--- src/hdl/dhp_defines.vh ---
// Constants shared by the DMA handshake port design files.
`ifndef DHP_DEFINES_VH
`define DHP_DEFINES_VH
`define DHP_MODE_HANDSHAKE 2'h0
`define DHP_MODE_EXTERNAL 2'h1
`define DHP_MODE_PACED 2'h2
`define DHP_ADDR_W 25
`define DHP_SEL_W 4
`define DHP_DATA_W 32
`define DHP_FIFO_DEPTH 32
`define DHP_FIFO_AW 5
`define DHP_ADDR_RESET 25'h0000000
`define DHP_SEL_RESET 4'hF
`define DHP_CLK_PERIOD_NS 100
`define DHP_CLKDIV_HALF 8'h01
`define DHP_BURST_CYCLES 1
`endif

--- src/hdl/dhp_sync.v ---
// Two flip-flop synchroniser for the request pin input of the DMA handshake port.
`timescale 1ns/1ns
`default_nettype none
module dhp_sync #(
  parameter W = 1,
  parameter [W-1:0] INIT = {W{1'b1}}
) (
  input wire clock,
  input wire rst,
  input wire [W-1:0] din,
  output reg [W-1:0] dout
);
  reg [W-1:0] stage1_r;
  always @(posedge clock or posedge rst) begin
    if (rst) begin
      stage1_r <= INIT;
      dout <= INIT;
    end else begin
      stage1_r <= din;
      dout <= stage1_r;
    end
  end
endmodule // dhp_sync
`default_nettype wire

--- src/hdl/dhp_fifo.v ---
// Synchronous FIFO with valid and ready on both sides.
`timescale 1ns/1ns
`default_nettype none
module dhp_fifo #(
  parameter WIDTH = 32,
  parameter DEPTH = 32,
  parameter AW = 5
) (
  input wire clock,
  input wire rst,
  input wire [WIDTH-1:0] inData,
  input wire inValid,
  output wire inReady,
  output wire [WIDTH-1:0] outData,
  output wire outValid,
  input wire outReady
);
  reg [WIDTH-1:0] mem [0:DEPTH-1];
  reg [AW:0] wrPtr_r;
  reg [AW:0] rdPtr_r;
  wire full;
  wire empty;
  wire push;
  wire pop;
  assign full = (wrPtr_r[AW] != rdPtr_r[AW]) && (wrPtr_r[AW-1:0] == rdPtr_r[AW-1:0]);
  assign empty = (wrPtr_r == rdPtr_r);
  assign inReady = ~full;
  assign outValid = ~empty;
  assign push = inValid & ~full;
  assign pop = outReady & ~empty;
  assign outData = mem[rdPtr_r[AW-1:0]];
  always @(posedge clock) begin
    if (push) begin
      mem[wrPtr_r[AW-1:0]] <= inData;
    end
  end
  always @(posedge clock or posedge rst) begin
    if (rst) begin
      wrPtr_r <= {(AW+1){1'b0}};
      rdPtr_r <= {(AW+1){1'b0}};
    end else begin
      if (push) begin
        wrPtr_r <= wrPtr_r + 1'b1;
      end
      if (pop) begin
        rdPtr_r <= rdPtr_r + 1'b1;
      end
    end
  end
endmodule // dhp_fifo
`default_nettype wire

--- src/hdl/dhp_port.v ---
// DMA handshake port: request sampling, grant and strobe sequencing, write and read data FIFOs.
`include "dhp_defines.vh"
`timescale 1ns/1ns
`default_nettype none
// Operation
// - Transfers start only after request goes low.
// - Handshake mode drives grant to move data.
// - External mode uses address, strobes, selects, grant.
// - Paced mode never asserts grant.
// - Paced mode follows normal bus master cycles.
// - Request held low stalls handshake write completion.
// - Request held low extends read per cycle; here only in handshake and external modes, paced reads end on acknowledge.
// - Request sampled on falling bus clock output edges.
// - Synchronous mode strobe rises with grant end.
module dhp_port (
  input wire clock,
  input wire rst,
  input wire [1:0] mode,
  input wire xferWrite,
  input wire [`DHP_ADDR_W-1:0] xferAddr,
  input wire [`DHP_SEL_W-1:0] xferSelect,
  input wire dma_request_n,
  input wire ack,
  input wire [`DHP_DATA_W-1:0] busDataIn,
  output reg [`DHP_DATA_W-1:0] busDataOut,
  output reg busDataOe,
  output reg [`DHP_ADDR_W-1:0] addrOut,
  output reg [`DHP_SEL_W-1:0] memory_select_n,
  output reg rdN,
  output reg wrN,
  output reg dma_grant_n,
  output reg bus_clock_output,
  input wire [`DHP_DATA_W-1:0] wrData,
  input wire wrValid,
  output wire wrReady,
  output wire [`DHP_DATA_W-1:0] rdData,
  output wire rdValid,
  input wire rdReady,
  output reg busy
);
  // ****************************************************************
  // Bus clock output divider and edge enable.
  // ****************************************************************
  localparam ST_IDLE = 2'h0;
  localparam ST_XFER = 2'h1;
  localparam ST_HOLD = 2'h2;
  localparam ST_DONE = 2'h3;
  reg [7:0] divCnt_r;
  wire busEdge;
  assign busEdge = (divCnt_r == `DHP_CLKDIV_HALF) & bus_clock_output;
  always @(posedge clock or posedge rst) begin
    if (rst) begin
      divCnt_r <= 8'h00;
      bus_clock_output <= 1'b0;
    end else if (divCnt_r == `DHP_CLKDIV_HALF) begin
      divCnt_r <= 8'h00;
      bus_clock_output <= ~bus_clock_output;
    end else begin
      divCnt_r <= divCnt_r + 8'h01;
    end
  end

  // ****************************************************************
  // Request synchroniser.
  // ****************************************************************
  wire reqSync;
  reg reqPrev_r;
  dhp_sync #(.W(1), .INIT(1'b1)) uReqSync (
    .clock(clock),
    .rst(rst),
    .din(dma_request_n),
    .dout(reqSync)
  );
  wire reqLow;
  assign reqLow = ~reqSync;

  // ****************************************************************
  // Data buffers.
  // ****************************************************************
  wire [`DHP_DATA_W-1:0] txData;
  wire txValid;
  wire txPop;
  wire rxReady;
  reg rxPush;
  reg [`DHP_DATA_W-1:0] rxData_r;
  dhp_fifo #(.WIDTH(`DHP_DATA_W), .DEPTH(`DHP_FIFO_DEPTH), .AW(`DHP_FIFO_AW)) uTxFifo (
    .clock(clock),
    .rst(rst),
    .inData(wrData),
    .inValid(wrValid),
    .inReady(wrReady),
    .outData(txData),
    .outValid(txValid),
    .outReady(txPop)
  );
  dhp_fifo #(.WIDTH(`DHP_DATA_W), .DEPTH(`DHP_FIFO_DEPTH), .AW(`DHP_FIFO_AW)) uRxFifo (
    .clock(clock),
    .rst(rst),
    .inData(rxData_r),
    .inValid(rxPush),
    .inReady(rxReady),
    .outData(rdData),
    .outValid(rdValid),
    .outReady(rdReady)
  );

  // ****************************************************************
  // Transfer sequencer.
  // ****************************************************************
  reg [1:0] state_r;
  reg isWrite_r;
  reg [1:0] mode_r;
  reg popPulse_r;
  wire canStart;
  assign txPop = popPulse_r;
  assign canStart = xferWrite ? txValid : rxReady;
  always @(posedge clock or posedge rst) begin
    if (rst) begin
      state_r <= ST_IDLE;
      isWrite_r <= 1'b0;
      mode_r <= `DHP_MODE_HANDSHAKE;
      reqPrev_r <= 1'b1;
      addrOut <= `DHP_ADDR_RESET;
      memory_select_n <= `DHP_SEL_RESET;
      rdN <= 1'b1;
      wrN <= 1'b1;
      dma_grant_n <= 1'b1;
      busDataOut <= {`DHP_DATA_W{1'b0}};
      busDataOe <= 1'b0;
      rxData_r <= {`DHP_DATA_W{1'b0}};
      rxPush <= 1'b0;
      popPulse_r <= 1'b0;
      busy <= 1'b0;
    end else begin
      rxPush <= 1'b0;
      popPulse_r <= 1'b0;
      if (busEdge) begin
        reqPrev_r <= reqSync;
        case (state_r)
          ST_IDLE: begin
            // A falling request edge, seen at a bus clock edge, starts a transfer.
            if (reqLow && reqPrev_r && canStart) begin
              state_r <= ST_XFER;
              isWrite_r <= xferWrite;
              mode_r <= mode;
              busy <= 1'b1;
              if (mode != `DHP_MODE_HANDSHAKE) begin
                addrOut <= xferAddr;
                memory_select_n <= xferSelect;
              end
              if (xferWrite) begin
                wrN <= 1'b0;
                busDataOut <= txData;
                busDataOe <= 1'b1;
              end else begin
                rdN <= 1'b0;
              end
              // Grant pairs with the strobe for the whole access, never in paced mode.
              dma_grant_n <= (mode == `DHP_MODE_PACED);
            end
          end
          ST_XFER: begin
            // Paced mode waits on acknowledge like a normal bus master cycle.
            if (mode_r == `DHP_MODE_PACED && !ack) begin
              state_r <= ST_XFER;
            end else if (reqLow && mode_r != `DHP_MODE_PACED) begin
              // Request still low prolongs the access by whole bus cycles.
              state_r <= ST_HOLD;
            end else begin
              state_r <= ST_DONE;
              // Strobe and grant rise together at the same edge.
              rdN <= 1'b1;
              wrN <= 1'b1;
              dma_grant_n <= 1'b1;
              if (!isWrite_r) begin
                rxData_r <= busDataIn;
                rxPush <= 1'b1;
              end else begin
                popPulse_r <= 1'b1;
              end
            end
          end
          ST_HOLD: begin
            if (!reqLow) begin
              state_r <= ST_DONE;
              rdN <= 1'b1;
              wrN <= 1'b1;
              dma_grant_n <= 1'b1;
              if (!isWrite_r) begin
                rxData_r <= busDataIn;
                rxPush <= 1'b1;
              end else begin
                popPulse_r <= 1'b1;
              end
            end
          end
          default: begin
            state_r <= ST_IDLE;
            busDataOe <= 1'b0;
            memory_select_n <= `DHP_SEL_RESET;
            busy <= 1'b0;
          end
        endcase
      end
    end
  end
endmodule // dhp_port
`default_nettype wire

--- config.mk ---
export PLATFORM = sky130hd
export DESIGN_NAME = dhp_port
export DESIGN_NICKNAME = d
export VERILOG_FILES = /design/src/hdl/dhp_sync.v /design/src/hdl/dhp_fifo.v /design/src/hdl/dhp_port.v
export VERILOG_INCLUDE_DIRS = /design/src /design/src/hdl
export SDC_FILE = /design/constraint.sdc
export NUM_CORES = 2
export LEC_CHECK = 0
export ABC_AREA = 0
export BUFFER_PORTS_ARGS = -buffer_cell sky130_fd_sc_hd__buf_4
export CORE_MARGIN = 4
export CORE_UTILIZATION = 45
export CTS_CLUSTER_DIAMETER = 200
export CTS_CLUSTER_SIZE = 16
export DETAILED_ROUTE_END_ITERATION = 10
export PLACE_DENSITY_LB_ADDON = 0.15
export REMOVE_ABC_BUFFERS = 1
export SLEW_MARGIN = 20
export SYNTH_ARGS = -nofsm -noshare
export SYNTH_HDL_FRONTEND = slang
export SYNTH_SLANG_ARGS = --single-unit
--- constraint.sdc ---
create_clock -name clock -period 5.1 [get_ports clock]
set_input_delay 0.51 -clock clock [delete_from_list [all_inputs] [get_ports clock]]
set_output_delay 0.51 -clock clock [all_outputs]
set_load 0.005 [all_outputs]
---- Yosys cells after proc, flatten, opt, wreduce, memory -nomap -nowiden ----
Memory sizes are Yosys's and may differ from the RTL's. A register that Yosys moved wholly into a read port is not among the register bits.
Index checks and enable logic that the tools add are counted.
cells by class
  add/subtract/negate cells ............... 5
  bitwise gates (word level) .............. 12
  eq/ne operators ......................... 19
  reductions and logical operators ........ 23
  mux-type cells .......................... 47
operators with widths
  operator                                       number
  two-way mux 32 bit                             4
  case mux 32 bit (2 select lines)               1
  two-way mux 1 bit                              27
  adder 6 x 1 -> 6 bit, second input constant    4
  AND reduction 4 bit                            4
  != test 2 bit, second input constant           7
  AND reduction 7 bit                            2
  == test 6 bit                                  2
  == test 5 bit                                  2
  case mux 1 bit (3 select lines)                3
  AND reduction 3 bit                            3
  adder 8 x 1 -> 8 bit, second input constant    1
  == test 8 x 1 -> 1 bit, second input constant  1
  two-way mux 4 bit                              2
  two-way mux 8 bit                              1
  case mux 1 bit (2 select lines)                4
  case mux 4 bit (2 select lines)                1
  inverter 1 bit                                 7
  == test 2 bit, second input constant           3
  logical AND 1 bit                              6
  two-way mux 2 bit                              3
  case mux 2 bit (3 select lines)                1
  AND reduction 6 bit                            1
  AND 1 bit                                      5
  other kinds (9)                                11
storage, ports and cells
  output and inout bits ................... 101
  input bits .............................. 102
  register bits after elaboration ......... 109
  bits in writable memories ............... 2048
  word-level logic and storage cells ...... 130
  memories ................................ 2
memories
  name         depth  width  rd ports  clocked after memory_dff  write ports  RTL line       RTL
  uRxFifo.mem  32     32     1         0                         1            dhp_fifo.v:18  reg [WIDTH-1:0] mem [0:DEPTH-1];
  uTxFifo.mem  32     32     1         1                         1            dhp_fifo.v:18

---- Longest topological paths before layout ----
  depth in word-level cells ............... 7
  gate-level depth with buffers ........... 11
  depth with buffers taken out ............ 8

---- Modules after synthesis ----
A second synthesis with hierarchy kept.
unflattened totals
  cell total of the unflattened synthesis .. 4763
  area total of the unflattened synthesis .. 85429.4 µm²
by module, submodules not included
  module               cells each  area an instance (µm²)  seq. area each (µm²)  times used
  dhp_fifo at uTxFifo  2226        40298.6                 31049.8               1
  dhp_fifo at uRxFifo  2226        40294.9                 31049.8               1
  dhp_port             308         4779.6                  2887.8                1
  dhp_sync             3           56.3                    52.6                  1

---- Least setup slack after synthesis ----
No wires, ideal clock.
  path kind ............................... register to register
  from .................................... register uTxFifo.wrPtr_r[3]
  to ...................................... memory uTxFifo.mem[31][0] (enable)
  arrival time ............................ 2902 ps
  slack ................................... 1777 ps
  period minus slack after synthesis ...... 3323 ps
  setup time .............................. 421 ps
  cell stages (with the launch flop) ...... 8
  data required time ...................... 4679 ps
  buffers on the path ..................... 2
  path through ............................ dfrtp_1 buf_2 xor2_1 nor3_1 a31oi_1 nand2_1 buf_2 nor2_1
between the ends
  cells in the longest elaborated chain, start to end .. 6
ends and longest elaborated chain
  what                                     RTL line       RTL
  start, declared                          dhp_fifo.v:19  reg [AW:0] wrPtr_r;
  start signal, assigned                   dhp_fifo.v:39  wrPtr_r <= {(AW+1){1'b0}};
  start signal, assigned                   dhp_fifo.v:43  wrPtr_r <= wrPtr_r + 1'b1;
  == test 5 bit                            dhp_fifo.v:25  assign full = (wrPtr_r[AW] != rdPtr_r[AW]) && (wrPtr_r[AW-1:0] == rdPtr_r[AW-1:0]);
  logical AND 1 bit                        dhp_fifo.v:25
  inverter 1 bit                           dhp_fifo.v:29  assign push = inValid & ~full;
  AND 1 bit                                dhp_fifo.v:29
  two-way mux 1 bit                        dhp_fifo.v:33  if (push) begin
  two-way mux 1 bit (not written as such)  dhp_fifo.v:34  mem[wrPtr_r[AW-1:0]] <= inData;
  end, declared                            dhp_fifo.v:18
Parallel ways exist; a longest one is shown, timed or not.

---- Final worst setup path ----
  from .................................... register uRxFifo.rdPtr_r[0]
  to ...................................... output rdData[27]
between the ends
  cells in the longest elaborated chain, start to end .. 1
ends and longest elaborated chain
  what                    RTL line       RTL
  start, declared         dhp_fifo.v:20  reg [AW:0] rdPtr_r;
  start signal, assigned  dhp_fifo.v:40  rdPtr_r <= {(AW+1){1'b0}};
  start signal, assigned  dhp_fifo.v:46  rdPtr_r <= rdPtr_r + 1'b1;
  memory (32 x 32 bit)    -
  end, declared           dhp_port.v:36  output wire [`DHP_DATA_W-1:0] rdData,
Every way passes these cells.

==> impl_metrics.csv <==
group,metric,value,unit
min_path,holdPathStages,1,
min_path,min_from,"wrData[30]",
pwr,powerDensity,499,nW/µm²
finish,fill_cells,14500,
setup_path,cp_max_fo,72,
floorplanning,ios,203,
timing,skew,0.0303,ns
finish,drive_gt1_frac,0.311,
setup_path,cp-end-kind,"output port",
clocking,root_buffer,"clkbuf_16",
timing,hold_viol,0,
detailed_routing,drt_iter0_drc,3440,
global_route,grt_pass1_wl,281000,µm
setup_path,crit_family,"multiplexers",
timing,worstMarginPinSlew,1.09,ns
setup_path,crit_type,"reg -> out",
synth,synth_top_area_share,0.737,
placement,globalplace.congestion,0.752,
detailed_routing,drcViolationCount,0,
setup_path,critPathLaunch,"uRxFifo.rdPtr_r[0]",
global_route,grtUsageTotal,0.202,
synth,synth_area,83500,µm²
placement,place_hpwl,110000,µm
timing,maxSlewViolCount,0,
setup_path,crit_path_max_incr_delay,0.79,ns
clocking,insertion_delay,0.78,ns
pwr,p_leak,29.3,nW
clocking,cts_tree,"built",
pwr,peakVddDrop,0.637,mV
floorplanning,fp.dieArea,192000,µm²
clocking,path_clk_slew,0.07,ns
floorplanning,die_h,439,µm
timing,period_share,0.840,
timing,slew_headroom,0.276,
synth,synthCells,3610,
clocking,cts_sinks,2189,
synth,synth_warnings,0,
timing,setup_viol_count_final,0,
clocking,h-tree-depth,4,
placement,portBuffers,202,
setup_path,start_kind,"register",
synth,ys_seq_area_frac,0.779,
setup_path,worstPathCellList,"buf_12, mux4_2, mux4_2, mux2_2, buf_4",
global_route,grt_max_degree,138,
floorplanning,rows,157,
global_route,first_global_vias,39200,
timing,max_freq,233,MHz
min_path,hold_end,"uTxFifo.mem[4][30]",
synth,avgSynthCellArea,23.1,µm²
setup_path,r2r-end,"uTxFifo.mem[29][11]",
floorplanning,fp.coreArea,184000,µm²
detailed_routing,drt-total-wl,193000,µm
setup_path,ff2ff_path_depth,6,
finish,stdcell_count,6532,
setup_path,worst-path-buf-inv,2,
setup_path,crit_top_cell,"mux4_2",
setup_path,crit_slowest_cell,"dfrtp_4",
pwr,power,46.9,mW
floorplanning,start_util,0.454,
synth,synthFlopType,"edfxtp_1",
synth,synthTopCellsByArea,"edfxtp_1, mux4_2, dfrtp_1",
synth,synth_cell_types,48,
setup_path,cp.arrival,3.77,ns
detailed_routing,dr.pass1.iters,7,
synth,synth_top_area_cell,"edfxtp_1",
global_route,grt_antenna_before_repair,2,
finish,layout.nets,4076,
timing,grt_setup_unrepaired,"no",
placement,pre_cts_ws,1.11,ns
detailed_routing,num_vias,37600,
synth,ys_ff_latch,2189,
finish,multi_input_area,18000,µm²
synth,synthMostInstantiatedCell,"edfxtp_1",
global_route,grt_remaining_overflow,0,
clocking,numCtsBuffers,154,
flow_run,drv_cap,0,
setup_path,rrSetupSlack,1.08,ns
floorplanning,die_x,439,µm
synth,yosys-top-cells-count,"edfxtp_1, mux4_2, dfrtp_1",
detailed_routing,via_per_inst,5.76,
setup_path,cp.required,4.59,ns
timing,fin_setup_tns,0,ns
clocking,cts_buffer_depth,3,
setup_path,r2r_start,"uTxFifo.rdPtr_r[0]",
synth,async_reset_ff_frac,0.0644,
placement,dpl.cell_count,6201,
min_path,hp-class,"in -> reg",
finish,syn2layout_area_growth,12.5,%
detailed_routing,wl_per_cell,29.6,µm
timing,fin_ws,0.817,ns
status,status,"completed",
detailed_routing,drt.antenna.violating_nets,0,
synth,synth_edf_count,2048,
finish,seq_area,65100,µm²
timing,min_period,4.28,ns
## cells by family after synthesis
kind of cell             after synthesis  synth area share
adder cells (fa/ha/maj)               16           0.00240
flip-flops                          2189             0.779
XOR/XNOR                              38           0.00399
buffers and inverters                205            0.0117
multiplexers                         749             0.176
AO/OA/AOI/OAI                        205            0.0155
AND/OR/NAND/NOR                      208            0.0111
## state kept, by name (all words and copies together), names as in the netlist, 8 cells and up
name / count
uRxFifo.mem: 1024
uTxFifo.mem: 1024
busDataOut: 32
rxData_r: 32
addrOut: 25
divCnt_r: 8
## what timing repair did
item / in CTS / in global routing
resized for setup: 0 / 0
buffers inserted: 0 / 0
hold buffers: 65 / 0
hold endpoints to repair: 125 / 0
## metal layers
layer	wire, µm	global-route usage	up-vias
li1	-	-	15900
met3	9410	0.0311	209
met4	3720	0.0460	0
met2	98500	0.337	950
met1	81700	0.282	20600
met5	0	0	-
## how the worst max path moves through the flow
stage | cells past startpoint | slack [ns] | endpoint
4_1_cts | 5 | 0.66 | rdData[8]
2_1_floorplan | 5 | -7.07 | uRxFifo.mem[31][0]
3_5_place_dp | 6 | 1.11 | uTxFifo.mem[13][22]
5_1_grt | 5 | 0.56 | rdData[27]
3_3_place_gp | 6 | 1.20 | uTxFifo.mem[29][20]
6_report | 5 | 0.82 | rdData[27]
## worst register-to-register path, cell delays in order, from the launching register on
cell and delay, ns:
dfrtp_4 0.76, xor2_1 0.20, nor3_1 0.11, a31oi_1 0.70, nand2_1 0.74, nor2_4 0.92, buf_4 0.30
## cells in the final DEF (no fill, tap or decap), types with 3 or more instances in the layout
cell type      Yosys  routed
dfrtp_1          131     120
nor2_1            86      22
mux2_2           125     125
o22ai_1           62      62
nor2b_1            5       3
buf_12             0      26
or2_2              4       4
xnor2_1           25      25
nand4_1            6       6
a221oi_1           4       4
edfxtp_1        2048    2048
a2111oi_0          4       3
nand2_1           63      63
mux2_1             3       3
mux4_2           564     564
nand3_1           13      12
and3_1             4       4
dfstp_2           10      10
a21oi_1           12      12
buf_4             23     289
dfrtp_4            0       7
nor3_1             3       3
dlygate4sd3_1      0      65
inv_1             17      16
clkbuf_1          75     103
ha_1              16      16
o221ai_1           6       6
nand3b_1           6       6
a31oi_1            9       9
mux2i_1           57      57
o31ai_1            6       6
o21ai_0           64      64
or3b_2             4       4
dfrtp_2            0       4
xor2_1            13      13
a211oi_1          30      30
clkbuf_16          0     159
nand2b_1           7       7
nor2_4             0      64
## area by class of cell
class,count,share of cell area
inverters,17,0.000759
diodes,2,0.0000533
multi-input cells,1216,0.191
repair buffers,380,0.0356
clock inverters,2,0.000147
well taps,2464,0.0328
flip-flops and latches,2189,0.693
clock buffers,262,0.0465
## power by group
part / internal [mW] / switching [mW]
registers: 21.9 / 1.86
clock network: 5.81 / 5.82
logic: 5.97 / 5.49
## through the flow
step / util / hold slack (ns) / area (µm²)
3_3_place_gp: 0.483 / 0.347 / 88900
4_1_cts: 0.511 / 0.0802 / 93900
5_1_grt: 0.511 / 0.117 / 93900
6_report: 0.511 / 0.154 / 93900
2_1_floorplan: - / 0.345 / 82600
3_5_place_dp: 0.483 / 0.349 / 88900
Note: power is estimated with default switching activity, not from simulation.
